### src/inc/scm_pkg.sv
// ----------------------------------------------------------------------------
// serial channel mode and enable: shared constants and types
// ----------------------------------------------------------------------------
package scm_pkg;

    // ------------------------------------------------------------------------
    // array shape
    // ------------------------------------------------------------------------
    localparam int NUNIT = 3;
    localparam int NCH = 10;            // units 0,1 carry four channels, unit 2 two
    localparam int CH_PER_UNIT = 4;
    localparam int SHIFT_BITS = 8;

    // ------------------------------------------------------------------------
    // register indices (byte address = 4 * index)
    // ------------------------------------------------------------------------
    localparam logic [19:0] U0_SCR_IDX = 20'hf0118;  // chan0_unit0_operation_setting
    localparam logic [19:0] U0_SCR3_IDX = 20'hf011e; // chan3_unit0_operation_setting
    localparam logic [19:0] U0_SE_IDX = 20'hf0120;   // unit0_channel_enable_status
    localparam logic [19:0] U1_SCR_IDX = 20'hf0158;  // chan0_unit1_operation_setting
    localparam logic [19:0] U1_SCR3_IDX = 20'hf015e; // chan3_unit1_operation_setting
    localparam logic [19:0] U1_SE_IDX = 20'hf0160;   // unit1_channel_enable_status
    localparam logic [19:0] U2_SCR_IDX = 20'hf020c;  // chan0_unit2_operation_setting
    localparam logic [19:0] U2_SCR1_IDX = 20'hf020e; // chan1_unit2_operation_setting
    localparam logic [19:0] U2_SE_IDX = 20'hf0210;   // unit2_channel_enable_status
    localparam logic [19:0] SCR_STEP = 20'h00002;
    // per-unit trigger and output registers, placed after enable status
    localparam logic [19:0] SS_OFS = 20'h00002;      // channel_start_trigger
    localparam logic [19:0] ST_OFS = 20'h00004;      // channel_stop_trigger
    localparam logic [19:0] SO_OFS = 20'h00006;      // serial_output_reg
    // per-channel serial data and the interrupt block
    localparam logic [19:0] SDR_IDX = 20'hf0300;     // + 2 * channel
    localparam logic [19:0] IRQ_STAT_IDX = 20'hf0320;
    localparam logic [19:0] IRQ_EN_IDX = 20'hf0322;
    localparam logic [19:0] IRQ_CLR_IDX = 20'hf0324;

    // ------------------------------------------------------------------------
    // operation setting fields and reset values
    // ------------------------------------------------------------------------
    localparam int TXE_POS = 15;
    localparam int RXE_POS = 14;
    localparam int DAP_POS = 13;
    localparam int CKP_POS = 12;
    localparam int EOC_POS = 10;
    localparam logic [15:0] SCR_RESET = 16'h0087;
    localparam logic [15:0] SCR_WMASK = 16'hf7b7;    // bits 11, 6, 3 read zero
    localparam logic [15:0] SE_RESET = 16'h0000;
    localparam logic [15:0] SDR_RESET = 16'h0000;
    localparam logic [3:0] SO_RESET = 4'hf;          // clock lines idle high
    localparam logic [31:0] IRQ_RESET = 32'h0000_0000;
    localparam int IRQ_ERR_POS = 16;                 // error bits at 16 + channel

    // ------------------------------------------------------------------------
    // carriers
    // ------------------------------------------------------------------------
    typedef struct packed {
        logic [31:0] addr;
        logic write;
        logic [31:0] wdata;
        logic [3:0] strb;
    } scm_apb_req_s;

    typedef struct packed {
        logic txe;
        logic rxe;
        logic dap;
        logic ckp;
        logic eoc;
    } scm_mode_s;

    // ------------------------------------------------------------------------
    // channel to unit mapping
    // ------------------------------------------------------------------------
    function automatic int unit_of(input int c);
        return c / CH_PER_UNIT;
    endfunction

    function automatic int local_of(input int c);
        return c % CH_PER_UNIT;
    endfunction

    function automatic logic [19:0] scr_idx_of(input int c);
        logic [19:0] base;
        base = (unit_of(c) == 0) ? U0_SCR_IDX : (unit_of(c) == 1) ? U1_SCR_IDX : U2_SCR_IDX;
        return base + SCR_STEP * 20'(local_of(c));
    endfunction

    function automatic logic [19:0] se_idx_of(input int u);
        return (u == 0) ? U0_SE_IDX : (u == 1) ? U1_SE_IDX : U2_SE_IDX;
    endfunction

    function automatic scm_mode_s mode_of(input logic [15:0] scr);
        scm_mode_s m;
        m.txe = scr[TXE_POS];
        m.rxe = scr[RXE_POS];
        m.dap = scr[DAP_POS];
        m.ckp = scr[CKP_POS];
        m.eoc = scr[EOC_POS];
        return m;
    endfunction

endpackage

### src/hdl/scm_top.sv
`timescale 1ns/1ps

// How it works
// - each channel shifts through 8 bits and buffers the byte in its data low byte
// - three units, channels 0 to 3 in units 0 and 1, 0 to 1 in unit 2, own operation setting per channel
// - operation setting is 16 bits and resets to 0x0087
// - bits 15 and 14 pick off, receive only, transmit only or both
// - bits 13 and 12 pick the clock edge that launches and samples, msb first
// - bit 10 clear: error irq masked; set: an overrun raises the error irq instead of the receive irq
// - a spurious error irq on a clocked channel is tolerated
// - writing one to a start bit sets the matching enable status bit
// - writing one to a stop bit clears the matching enable status bit
// - enabled channel ignores software clock level, pin follows communication
// - stopped channel drives the software clock level onto the pin
// - enable status is read only, whole word or low byte
// - enable status resets to zero, bits 15 to 4 read zero
module scm_top
    import scm_pkg::*;
(
    input wire logic mclk,
    input wire logic rst_b,
    input wire logic ce,
    input wire logic [31:0] paddr,
    input wire logic psel,
    input wire logic penable,
    input wire logic pwrite,
    input wire logic [31:0] pwdata,
    input wire logic [3:0] pstrb,
    output logic [31:0] prdata,
    output logic pready,
    output logic pslverr,
    input wire logic [NCH-1:0] sck_in,
    input wire logic [NCH-1:0] si,
    output logic [NCH-1:0] sck_out,
    output logic [NCH-1:0] so_out,
    output logic irq
);

    // ------------------------------------------------------------------------
    // state
    // ------------------------------------------------------------------------
    logic [15:0] scr [NCH];
    logic [15:0] sdr [NCH];
    logic [7:0] rx_sh [NCH];
    logic [7:0] tx_sh [NCH];
    logic [2:0] bit_cnt [NCH];
    logic [NCH-1:0] rx_full;
    logic [NCH-1:0] se;
    logic [NCH-1:0] cko;
    logic [NCH-1:0] sck_s1;
    logic [NCH-1:0] sck_s2;
    logic [NCH-1:0] sck_s3;
    logic [NCH-1:0] si_s1;
    logic [NCH-1:0] si_s2;
    logic [31:0] irq_stat;
    logic [31:0] irq_en;

    // ------------------------------------------------------------------------
    // bus decode
    // ------------------------------------------------------------------------
    scm_apb_req_s req;
    logic [19:0] idx;
    logic in_range;
    logic wr_fire;
    logic rd_fire;
    logic setup;
    logic [15:0] wmask16;

    always_comb begin
        req.addr = paddr;
        req.write = pwrite;
        req.wdata = pwdata;
        req.strb = pstrb;
    end

    // the word index only means something for aligned addresses in the low 4 mb
    assign idx = req.addr[21:2];
    assign in_range = (req.addr[31:22] == 10'h000) && (req.addr[1:0] == 2'h0);
    assign setup = psel && !penable;
    // a write lands at the single edge where the access phase meets pready
    assign wr_fire = psel && penable && pready && req.write && ce;
    assign rd_fire = psel && penable && pready && !req.write && ce;
    assign wmask16 = {{8{req.strb[1]}}, {8{req.strb[0]}}};

    function automatic logic hit(input logic [19:0] a, input logic [19:0] target);
        return a == target;
    endfunction

    // ------------------------------------------------------------------------
    // per-unit strobes and channel modes
    // ------------------------------------------------------------------------
    logic [NCH-1:0] start_req;
    logic [NCH-1:0] stop_req;
    logic [NCH-1:0] so_wr;
    logic [NCH-1:0] scr_wr;
    logic [NCH-1:0] sdr_wr;
    logic [NCH-1:0] sdr_rd;
    scm_mode_s mode [NCH];

    always_comb begin
        for (int c = 0; c < NCH; c++) begin
            automatic int u = unit_of(c);
            automatic int n = local_of(c);
            automatic logic [19:0] se_i = se_idx_of(u);
            mode[c] = mode_of(scr[c]);
            scr_wr[c] = wr_fire && in_range && hit(idx, scr_idx_of(c));
            sdr_wr[c] = wr_fire && in_range && hit(idx, SDR_IDX + 20'(2 * c));
            sdr_rd[c] = rd_fire && in_range && hit(idx, SDR_IDX + 20'(2 * c));
            // strobes exist only while the write completes, nothing is stored
            start_req[c] = wr_fire && in_range && hit(idx, se_i + SS_OFS)
                && req.strb[0] && req.wdata[n];
            stop_req[c] = wr_fire && in_range && hit(idx, se_i + ST_OFS)
                && req.strb[0] && req.wdata[n];
            so_wr[c] = wr_fire && in_range && hit(idx, se_i + SO_OFS) && req.strb[1];
        end
    end

    // ------------------------------------------------------------------------
    // link input synchronisers
    // ------------------------------------------------------------------------
    // sck_s3 only delays sck_s2, so edges are found on settled samples
    always_ff @(posedge mclk) begin
        if (!rst_b) begin
            sck_s1 <= '0;
            sck_s2 <= '0;
            sck_s3 <= '0;
            si_s1 <= '0;
            si_s2 <= '0;
        end else if (ce) begin
            sck_s1 <= sck_in;
            sck_s2 <= sck_s1;
            sck_s3 <= sck_s2;
            si_s1 <= si;
            si_s2 <= si_s1;
        end
    end

    // ------------------------------------------------------------------------
    // clock phase decode
    // ------------------------------------------------------------------------
    logic [NCH-1:0] sample_ev;
    logic [NCH-1:0] launch_ev;
    logic [NCH-1:0] byte_done;
    logic [NCH-1:0] overrun;
    logic [NCH-1:0] rx_irq_ev;
    logic [NCH-1:0] err_irq_ev;
    logic [7:0] next_byte [NCH];

    always_comb begin
        for (int c = 0; c < NCH; c++) begin
            automatic logic eff = sck_s2[c] ^ mode[c].ckp;
            automatic logic eff_prev = sck_s3[c] ^ mode[c].ckp;
            automatic logic rise = eff && !eff_prev;
            automatic logic fall = !eff && eff_prev;
            automatic logic active = se[c] && (mode[c].txe || mode[c].rxe);
            // polarity flips the line, phase swaps which edge samples
            sample_ev[c] = active && (mode[c].dap ? fall : rise);
            launch_ev[c] = active && (mode[c].dap ? rise : fall);
            next_byte[c] = {rx_sh[c][6:0], si_s2[c]};
            byte_done[c] = sample_ev[c] && (bit_cnt[c] == 3'h7);
            overrun[c] = byte_done[c] && mode[c].rxe && rx_full[c];
            // an unmasked error replaces the receive event; a clocked channel
            // left with bit 10 set may raise it too and that is accepted
            err_irq_ev[c] = overrun[c] && mode[c].eoc;
            rx_irq_ev[c] = byte_done[c] && !err_irq_ev[c];
        end
    end

    // ------------------------------------------------------------------------
    // operation setting registers
    // ------------------------------------------------------------------------
    // reserved bits are never stored so they always read zero
    always_ff @(posedge mclk) begin
        if (!rst_b) begin
            for (int c = 0; c < NCH; c++) begin
                scr[c] <= SCR_RESET;
            end
        end else if (ce) begin
            for (int c = 0; c < NCH; c++) begin
                if (scr_wr[c]) begin
                    // all fields, including framing ones, held as plain bits
                    scr[c] <= (scr[c] & ~(wmask16 & SCR_WMASK))
                        | (req.wdata[15:0] & wmask16 & SCR_WMASK);
                end
            end
        end
    end

    // ------------------------------------------------------------------------
    // enable status
    // ------------------------------------------------------------------------
    always_ff @(posedge mclk) begin
        if (!rst_b) begin
            se <= NCH'(SE_RESET);
        end else if (ce) begin
            for (int c = 0; c < NCH; c++) begin
                if (stop_req[c]) begin
                    se[c] <= 1'b0;
                end else if (start_req[c]) begin
                    se[c] <= 1'b1;
                end
            end
        end
    end

    // ------------------------------------------------------------------------
    // serial output register and clock pins
    // ------------------------------------------------------------------------
    always_ff @(posedge mclk) begin
        if (!rst_b) begin
            cko <= '1;
        end else if (ce) begin
            for (int c = 0; c < NCH; c++) begin
                // a running channel owns its clock level, software is ignored
                if (so_wr[c] && !se[c]) begin
                    cko[c] <= req.wdata[8 + local_of(c)];
                end
            end
        end
    end

    // the pin follows the link while running, the software level while stopped
    always_ff @(posedge mclk) begin
        if (!rst_b) begin
            sck_out <= '1;
        end else if (ce) begin
            for (int c = 0; c < NCH; c++) begin
                sck_out[c] <= se[c] ? sck_s2[c] : cko[c];
            end
        end
    end

    // ------------------------------------------------------------------------
    // shift and buffer datapath
    // ------------------------------------------------------------------------
    // bus reads of a full buffer empty it; a byte arriving in that same
    // cycle keeps it full, so the new byte is not lost
    always_ff @(posedge mclk) begin
        if (!rst_b) begin
            for (int c = 0; c < NCH; c++) begin
                sdr[c] <= SDR_RESET;
                rx_sh[c] <= 8'h00;
                tx_sh[c] <= 8'h00;
                bit_cnt[c] <= 3'h0;
            end
            rx_full <= '0;
        end else if (ce) begin
            for (int c = 0; c < NCH; c++) begin
                if (!se[c]) begin
                    bit_cnt[c] <= 3'h0;
                end else if (sample_ev[c]) begin
                    rx_sh[c] <= next_byte[c];
                    bit_cnt[c] <= bit_cnt[c] + 3'h1;
                end
                if (sdr_wr[c]) begin
                    sdr[c] <= (sdr[c] & ~wmask16) | (req.wdata[15:0] & wmask16);
                    if (req.strb[0]) begin
                        tx_sh[c] <= req.wdata[7:0];
                    end
                end else if (launch_ev[c] && mode[c].txe) begin
                    tx_sh[c] <= {tx_sh[c][6:0], 1'b0};
                end
                if (byte_done[c] && mode[c].rxe) begin
                    sdr[c][7:0] <= next_byte[c];
                    rx_full[c] <= 1'b1;
                end else if (sdr_rd[c]) begin
                    rx_full[c] <= 1'b0;
                end
            end
        end
    end

    // idle line is high; only transmitting channels put data out
    always_ff @(posedge mclk) begin
        if (!rst_b) begin
            so_out <= '1;
        end else if (ce) begin
            for (int c = 0; c < NCH; c++) begin
                so_out[c] <= (se[c] && mode[c].txe) ? tx_sh[c][7] : 1'b1;
            end
        end
    end

    // ------------------------------------------------------------------------
    // interrupt status, enable and output
    // ------------------------------------------------------------------------
    logic [31:0] irq_set;
    logic [31:0] irq_clr;

    always_comb begin
        irq_set = '0;
        irq_set[NCH-1:0] = rx_irq_ev;
        irq_set[IRQ_ERR_POS +: NCH] = err_irq_ev;
        irq_clr = (wr_fire && in_range && hit(idx, IRQ_CLR_IDX)) ? req.wdata : 32'h0000_0000;
    end

    // set beats clear when both arrive together
    always_ff @(posedge mclk) begin
        if (!rst_b) begin
            irq_stat <= IRQ_RESET;
        end else if (ce) begin
            irq_stat <= (irq_stat & ~irq_clr) | irq_set;
        end
    end

    always_ff @(posedge mclk) begin
        if (!rst_b) begin
            irq_en <= IRQ_RESET;
        end else if (ce && wr_fire && in_range && hit(idx, IRQ_EN_IDX)) begin
            irq_en <= req.wdata;
        end
    end

    always_ff @(posedge mclk) begin
        if (!rst_b) begin
            irq <= 1'b0;
        end else if (ce) begin
            irq <= |(irq_stat & irq_en);
        end
    end

    // ------------------------------------------------------------------------
    // read mux and bus answer
    // ------------------------------------------------------------------------
    logic [31:0] next_prdata;
    logic next_err;

    always_comb begin
        next_prdata = 32'h0000_0000;
        next_err = 1'b1;
        if (in_range) begin
            for (int c = 0; c < NCH; c++) begin
                if (hit(idx, scr_idx_of(c))) begin
                    next_prdata = {16'h0000, scr[c]};
                    next_err = 1'b0;
                end
                if (hit(idx, SDR_IDX + 20'(2 * c))) begin
                    next_prdata = {16'h0000, sdr[c]};
                    next_err = 1'b0;
                end
            end
            for (int u = 0; u < NUNIT; u++) begin
                automatic logic [19:0] se_i = se_idx_of(u);
                if (hit(idx, se_i)) begin
                    // upper twelve bits always zero; the low byte is the alias
                    for (int n = 0; n < CH_PER_UNIT; n++) begin
                        if (u * CH_PER_UNIT + n < NCH) begin
                            next_prdata[n] = se[u * CH_PER_UNIT + n];
                        end
                    end
                    next_err = 1'b0;
                end
                if (hit(idx, se_i + SO_OFS)) begin
                    for (int n = 0; n < CH_PER_UNIT; n++) begin
                        if (u * CH_PER_UNIT + n < NCH) begin
                            next_prdata[8 + n] = cko[u * CH_PER_UNIT + n];
                        end
                    end
                    next_err = 1'b0;
                end
                // trigger registers are write only and read as zero
                if (hit(idx, se_i + SS_OFS) || hit(idx, se_i + ST_OFS)) begin
                    next_err = 1'b0;
                end
            end
            if (hit(idx, IRQ_STAT_IDX)) begin
                next_prdata = irq_stat;
                next_err = 1'b0;
            end
            if (hit(idx, IRQ_EN_IDX)) begin
                next_prdata = irq_en;
                next_err = 1'b0;
            end
            if (hit(idx, IRQ_CLR_IDX)) begin
                next_err = 1'b0;
            end
        end
        // enable status cannot be written; treat a write there as an error
        for (int u = 0; u < NUNIT; u++) begin
            if (in_range && req.write && hit(idx, se_idx_of(u))) begin
                next_err = 1'b1;
            end
        end
    end

    // one wait-free access phase: answer raised the cycle after setup
    always_ff @(posedge mclk) begin
        if (!rst_b) begin
            pready <= 1'b0;
            pslverr <= 1'b0;
            prdata <= 32'h0000_0000;
        end else if (ce) begin
            if (setup) begin
                pready <= 1'b1;
                pslverr <= next_err;
                prdata <= req.write ? 32'h0000_0000 : next_prdata;
            end else begin
                pready <= 1'b0;
                pslverr <= 1'b0;
            end
        end
    end

endmodule

### config.mk
export PLATFORM = sky130hd
export DESIGN_NAME = scm_top
export DESIGN_NICKNAME = d
export VERILOG_FILES = /design/src/inc/scm_pkg.sv /design/src/hdl/scm_top.sv
export SDC_FILE = /design/constraint.sdc
export NUM_CORES = 2
export LEC_CHECK = 0
export BUFFER_PORTS_ARGS = -buffer_cell sky130_fd_sc_hd__clkbuf_2
export CORE_MARGIN = 2
export CORE_UTILIZATION = 53
export CTS_BUF_LIST = sky130_fd_sc_hd__clkbuf_2
export DETAILED_ROUTE_END_ITERATION = 16
export MAX_ROUTING_LAYER = met4
export PLACE_DENSITY = 0.7
export SLEW_MARGIN = 30
export SYNTH_ARGS = -nofsm -noshare
export SYNTH_HDL_FRONTEND = slang
export SYNTH_SLANG_ARGS = --single-unit
export TNS_END_PERCENT = 100
### constraint.sdc
create_clock -name mclk -period 3.7 [get_ports mclk]
set_input_delay 0.37 -clock mclk [delete_from_list [all_inputs] [get_ports mclk]]
set_output_delay 0.37 -clock mclk [all_outputs]
set_load 0.01 [all_outputs]
# ---- Word level (Yosys, flattened, before mapping)
# Memories as Yosys holds them, arrays and structs flattened.
# Cells that the tools add are included.
dict set report word_totals {
  mem_bits_rw 510
  output_inout_bits 55
  elab_cells 1106
  ff_bits 199
  in_bits 94
  memories 5
}
dict set report classes {
  addsub 10
  n_bitwise 147
  muxes 531
  n_eq_ne 45
  n_reduce_logical 325
}
# memory words width read_ports rd_ports_with_merged_regs write_ports line_no
set memory_table {}
lappend memory_table {scr 10 16 10 0 10 scm_top.sv:42} ;# logic [15:0] scr [NCH];
lappend memory_table {sdr 10 16 10 0 10 scm_top.sv:43} ;# logic [15:0] sdr [NCH];
lappend memory_table {rx_sh 10 8 10 0 10 scm_top.sv:44} ;# logic [7:0] rx_sh [NCH];
lappend memory_table {tx_sh 10 8 10 0 10 scm_top.sv:45} ;# logic [7:0] tx_sh [NCH];
lappend memory_table {bit_cnt 10 3 10 0 10 scm_top.sv:46} ;# logic [2:0] bit_cnt [NCH];
# op count
set ops {}
lappend ops {{2-to-1 mux 32 bit} 24}
lappend ops {{== test 20 bit, second input constant} 35}
lappend ops {{2-to-1 mux 1 bit} 420}
lappend ops {{AND 16 bit} 21}
lappend ops {{2-to-1 mux 16 bit} 21}
lappend ops {{2-to-1 mux 8 bit} 40}
lappend ops {{bitwise OR 16 bit} 20}
lappend ops {{logical AND 1 bit} 216}
lappend ops {{bitwise OR 1 bit} 80}
lappend ops {{AND 32 bit} 2}
lappend ops {{AND reduction 2 bit} 31}
lappend ops {{2-to-1 mux 3 bit} 20}
lappend ops {{zero test 1 bit} 42}
lappend ops {{nonzero test 2 bit} 20}
lappend ops {{NOT 16 bit} 2}
lappend ops {{NOT 32 bit} 1}
lappend ops {{bitwise OR 32 x 26 -> 32 bit} 1}
lappend ops {{OR reduction 32 bit} 1}
lappend ops {{adder 3 x 1 -> 3 bit, second input constant} 10}
lappend ops {{== test 3 bit, second input constant} 10}
lappend ops {{XOR 1 bit} 20}
lappend ops {{2-to-1 mux 4 bit} 4}
lappend ops {{logical OR 1 bit} 13}
lappend ops {{zero test 10 bit} 1}
lappend ops {{other kinds (2)} 3}

# ---- Longest topological paths before layout
dict set report depth {
  ltp_word 38
  mapped_depth 11
  ltp_nobuf 8
}

# ---- Worst setup path after synthesis
# Ideal clock, no wire load.
dict set report synth_timing {
  kind {input -> register}
  start {in paddr[28]}
  end {mem tx_sh[0][0] (enable)}
  setup_time_ns 0.283
  arrival_time_ns 3.046
  cell_stages 6
  required_time_ns 3.417
  path_buffers 0
  slack_ns 0.371
  cell_sequence {or4_1 > nor2_2 > nand3_1 > o21ai_0 > nor2_1 > or3b_2}
}
# item line_no
set synth_lines {}
lappend synth_lines {{start: declaration} scm_top.sv:23} ;# input wire logic [31:0] paddr,
lappend synth_lines {{end: declaration} scm_top.sv:45}

# ---- Worst setup path in the final report
dict set report layout_timing {
  start {in paddr[23]}
  end {reg cko[9]}
}
dict set report layout_between {
  elab_chain_len 7
}
# item line_no
set layout_rtl {}
lappend layout_rtl {{zero test 10 bit} scm_top.sv:78} ;# assign in_range = (req.addr[31:22] == 10'h000) && (req.addr[1:0] == 2'h0);
lappend layout_rtl {{logical AND 1 bit} scm_top.sv:78}
lappend layout_rtl {{logical AND 1 bit (3 in series)} scm_top.sv:114} ;# so_wr[c] = wr_fire && in_range && hit(idx, se_i + SO_OFS) && req.strb[1];
lappend layout_rtl {{logical AND 1 bit} scm_top.sv:215} ;# if (so_wr[c] && !se[c]) begin
lappend layout_rtl {{AND reduction 2 bit (no source line)} -}
lappend layout_rtl {{end signal: indexed assignment} scm_top.sv:216} ;# cko[c] <= req.wdata[8 + local_of(c)];
lappend layout_rtl {{end: declaration} scm_top.sv:49} ;# logic [NCH-1:0] cko;
# Every way passes these cells.
# A chain may end at the register's enable or synchronous reset.

==> impl_results.md <==
- Worst hold start: paddr[15]
- Multi-input gate area: 13490 sq um
- Net count, final: 3783
- Largest net degree at the start of global routing: 120
- DR iter-0 viols: 5340
- Ys flop type: edfxtp_1
- Syn Nets: 3293
- Syn. warnings: 0
- CP required: 5.07 ns
- # rows: 90
- Last weighted congestion value of the routability-driven placer: 1.075
- Routed Antenna Nets: 0
- Failing checks: hold timing
- Setup tns final: 0 ns
- Hold Path Depth: 8
- WS Path Type: primary input to flip-flop
- Overall power consumption: 0.01474 W
- Power density over cell area: 379.1 nW/um^2
- Die Area: 63420 sq um
- Slew Limit Fails: 0
- Drt drc: 0
- Syn_area_per_cell: 10.24 sq um
- Min Tclk post-route: 3.669 ns
- Chip width: 251.8 microns
- Peak supply drop: 0.3167 mV
- FF+latch count, synth: 669
- Htree depth: 4
- Gr ovfl total: 0
- Final Cycle Share: 0.9917
- Post-synthesis instance total: 3179
- Max clock buf depth: 3
- Crit-path max FO: 8
- Layout fillers: 4887
- Clock latency on the worst-skew pair: 1.48 ns
- CTS tree: done
- WL/cell: 31.31 microns
- Ys async rst share: 0
- EDFF count, synth: 470
- Vias after detailed routing: 31051
- Post-DP HPWL: 99360 microns
- Fmax: 0.2725 GHz
- Worst R2R Start: pready$_SDFFE_PN0P_
- R2R Path End: cko[9]$_SDFFE_PN1P_
- Number of CTS-inserted buffers: 172
- Vias per cell: 6.741
- Hold crit path type: primary input to flip-flop
- Post-synthesis cell type count: 92
- Sink Count: 669
- All-Layer GR Usage: 0.4615
- Reg2reg setup slack: 0.13 ns
- Io pins: 149
- Post-Syn Area: 32550 sq um
- Area delta synth->final: 19.39%
- Status: finished with violations
- Final Hold Vio Count: 1
- Worst-margin pin slew: 1.068 ns
- # setup viols final: 0
- Core Area: 60580 sq um
- Port bufs: 146
- Pre-antenna DRT Iters: 7
- Startpoint type of the worst setup path: primary input
- Static leakage: 14.49 nW
- First-pass GRT wire length: 202900 microns
- Clock slew at reported path FFs: 0.10 ns
- Root Buffer: clkbuf_2
- Fin Hold WS: -0.01345 ns
- Rel. slew slack: 0.2877
- Flip-flop and latch area: 18100 sq um
- Initial antenna violation count: 13
- Crit end category: flip-flop
- Final WL: 144200 microns
- Starting Density: 0.5374
- Seq/Total Area, Yosys: 0.5559
- Layout cell share with drive strength beyond 1: 0.1841
- RSZ-0062 raised after global routing: no
- Data arrival, critical path: 5.04 ns
- Die Y: 251.8 microns
- Skew final: 0.1208 ns
- Vias in the first global route: 29151
- FF-to-FF path depth: 10
- Min-Delay Endpoint: prdata[8]$_SDFFE_PN0P_
- # Max-Cap Violations: 0
-- worst max-delay path, cell delays in order --
cell,delay [ns]
dlygate4sd3_1,0.57
clkbuf_2,0.14
dlygate4sd3_1,0.61
nor4_4,0.28
nand2_2,0.13
nor2_4,0.22
nand3_1,0.10
dlygate4sd3_1,0.62
buf_4,0.22
or3_4,0.43
nor2_1,0.10
nand2_1,0.05
dlygate4sd3_1,0.57
nand3_1,0.08
dlygate4sd3_1,0.55
-- layout by cell type (no fill, tap or decap), types with 73 or more instances in the layout --
| cell | instances |
|---|---|
| edfxtp_1 | 470 |
| buf_4 | 196 |
| and3_1 | 73 |
| clkbuf_2 | 410 |
| nand2b_1 | 186 |
| mux2i_1 | 74 |
| and2_1 | 90 |
| o21ai_0 | 145 |
| dfxtp_1 | 199 |
| nand2_1 | 394 |
| a21oi_1 | 312 |
| nor2_1 | 128 |
| nand3_1 | 92 |
| o31ai_1 | 84 |
| dlygate4sd3_1 | 219 |
-- sequential cells by signal, summed over array words and instances, names as in the netlist, 30 cells and up --
| name | cells |
|---|---|
| prdata | 32 |
| irq_stat | 32 |
| bit_cnt | 30 |
| irq_en | 32 |
| rx_sh | 70 |
| sdr | 160 |
| scr | 130 |
| tx_sh | 80 |
-- area by class of cell --
type	count	share of cell area
Multi-Input combinational cell	2231	0.3471
Inverter	27	0.002672
Clock inverter	46	0.006825
Antenna cell	16	0.001030
Sequential cell	669	0.4656
Tap cell	782	0.02517
Clock buffer	267	0.03438
Timing Repair Buffer	568	0.1171
-- what timing repair did --
action	4_1_cts	5_1_grt
endpoints found under the setup margin	0	22
resized for setup	0	8
hold buffers	219	0
buffers inserted	0	3
hold endpoints to repair	857	0
-- worst max-delay path by stage --
stage | slack (ns) | depth (start not counted) | start | end
after CTS | 0.05 | 15 | paddr[23] | cko[9]$_SDFFE_PN1P_
after detailed placement | 0.14 | 11 | paddr[10] | prdata[13]$_SDFFE_PN0P_
after floorplan | 0.37 | 6 | paddr[28] | tx_sh[0][0]$_SDFFCE_PP0P_
final | 0.03 | 15 | paddr[23] | cko[9]$_SDFFE_PN1P_
after global routing | 0.03 | 15 | paddr[23] | cko[8]$_SDFFE_PN1P_
after global placement | 0.19 | 11 | paddr[15] | prdata[13]$_SDFFE_PN0P_
-- through the flow --
step                area [sq um]  hold WS (ns)  utilization  worst slack, ns  std cells
detailed placement         34960        0.4410       0.5771           0.1429       4055
global placement           34960        0.4322       0.5771           0.1869       4055
finish                     38870      -0.01345       0.6415          0.03053       4606
floorplan                  32560        0.4219            -           0.3705       3179
global route               38860      -0.01803       0.6414          0.03269       4603
CTS                        38760      0.002654       0.6398          0.05468       4587
-- kinds of logic after synthesis --
group	Yosys count	synth area share
and+or+nand+nor	1200	0.1911
AOI/OAI and AO/OA	927	0.1867
DFF	669	0.5559
buffers and inverters	279	0.03317
muxes	74	0.02275
adders and majority gates	20	0.007687
xor gates and xnor gates	10	0.002691
-- Yosys cell counts (all sizes together), types with 37 or more instances --
| master | n | area share |
|---|---|---|
| edfxtp | 470 | 0.43 |
| nor2 | 132 | 0.016 |
| a21oi | 315 | 0.049 |
| a211o | 41 | 0.011 |
| a22o | 52 | 0.014 |
| nand3 | 92 | 0.014 |
| nand2b | 186 | 0.036 |
| nand4 | 46 | 0.0088 |
| nor3 | 37 | 0.0066 |
| nand2 | 399 | 0.046 |
| nor2b | 58 | 0.011 |
| clkbuf | 223 | 0.026 |
| mux2i | 74 | 0.023 |
| o21ai | 161 | 0.025 |
| dfxtp | 199 | 0.12 |
| and3 | 73 | 0.014 |
| and2 | 97 | 0.019 |
| o31ai | 84 | 0.019 |
| a22oi | 45 | 0.010 |
-- power by group --
part           switching, W  internal, W
Combinational      0.000684     0.000374
Clock               0.00333      0.00201
Sequential         0.000166      0.00816
-- per-layer routing --
metal  global-route usage  share of wire
met5                    -              0
met4               0.2320          0.055
met3               0.1536           0.15
met2               0.6386           0.42
met1               0.6051           0.37
Note: power is estimated with default switching activity, not from simulation.
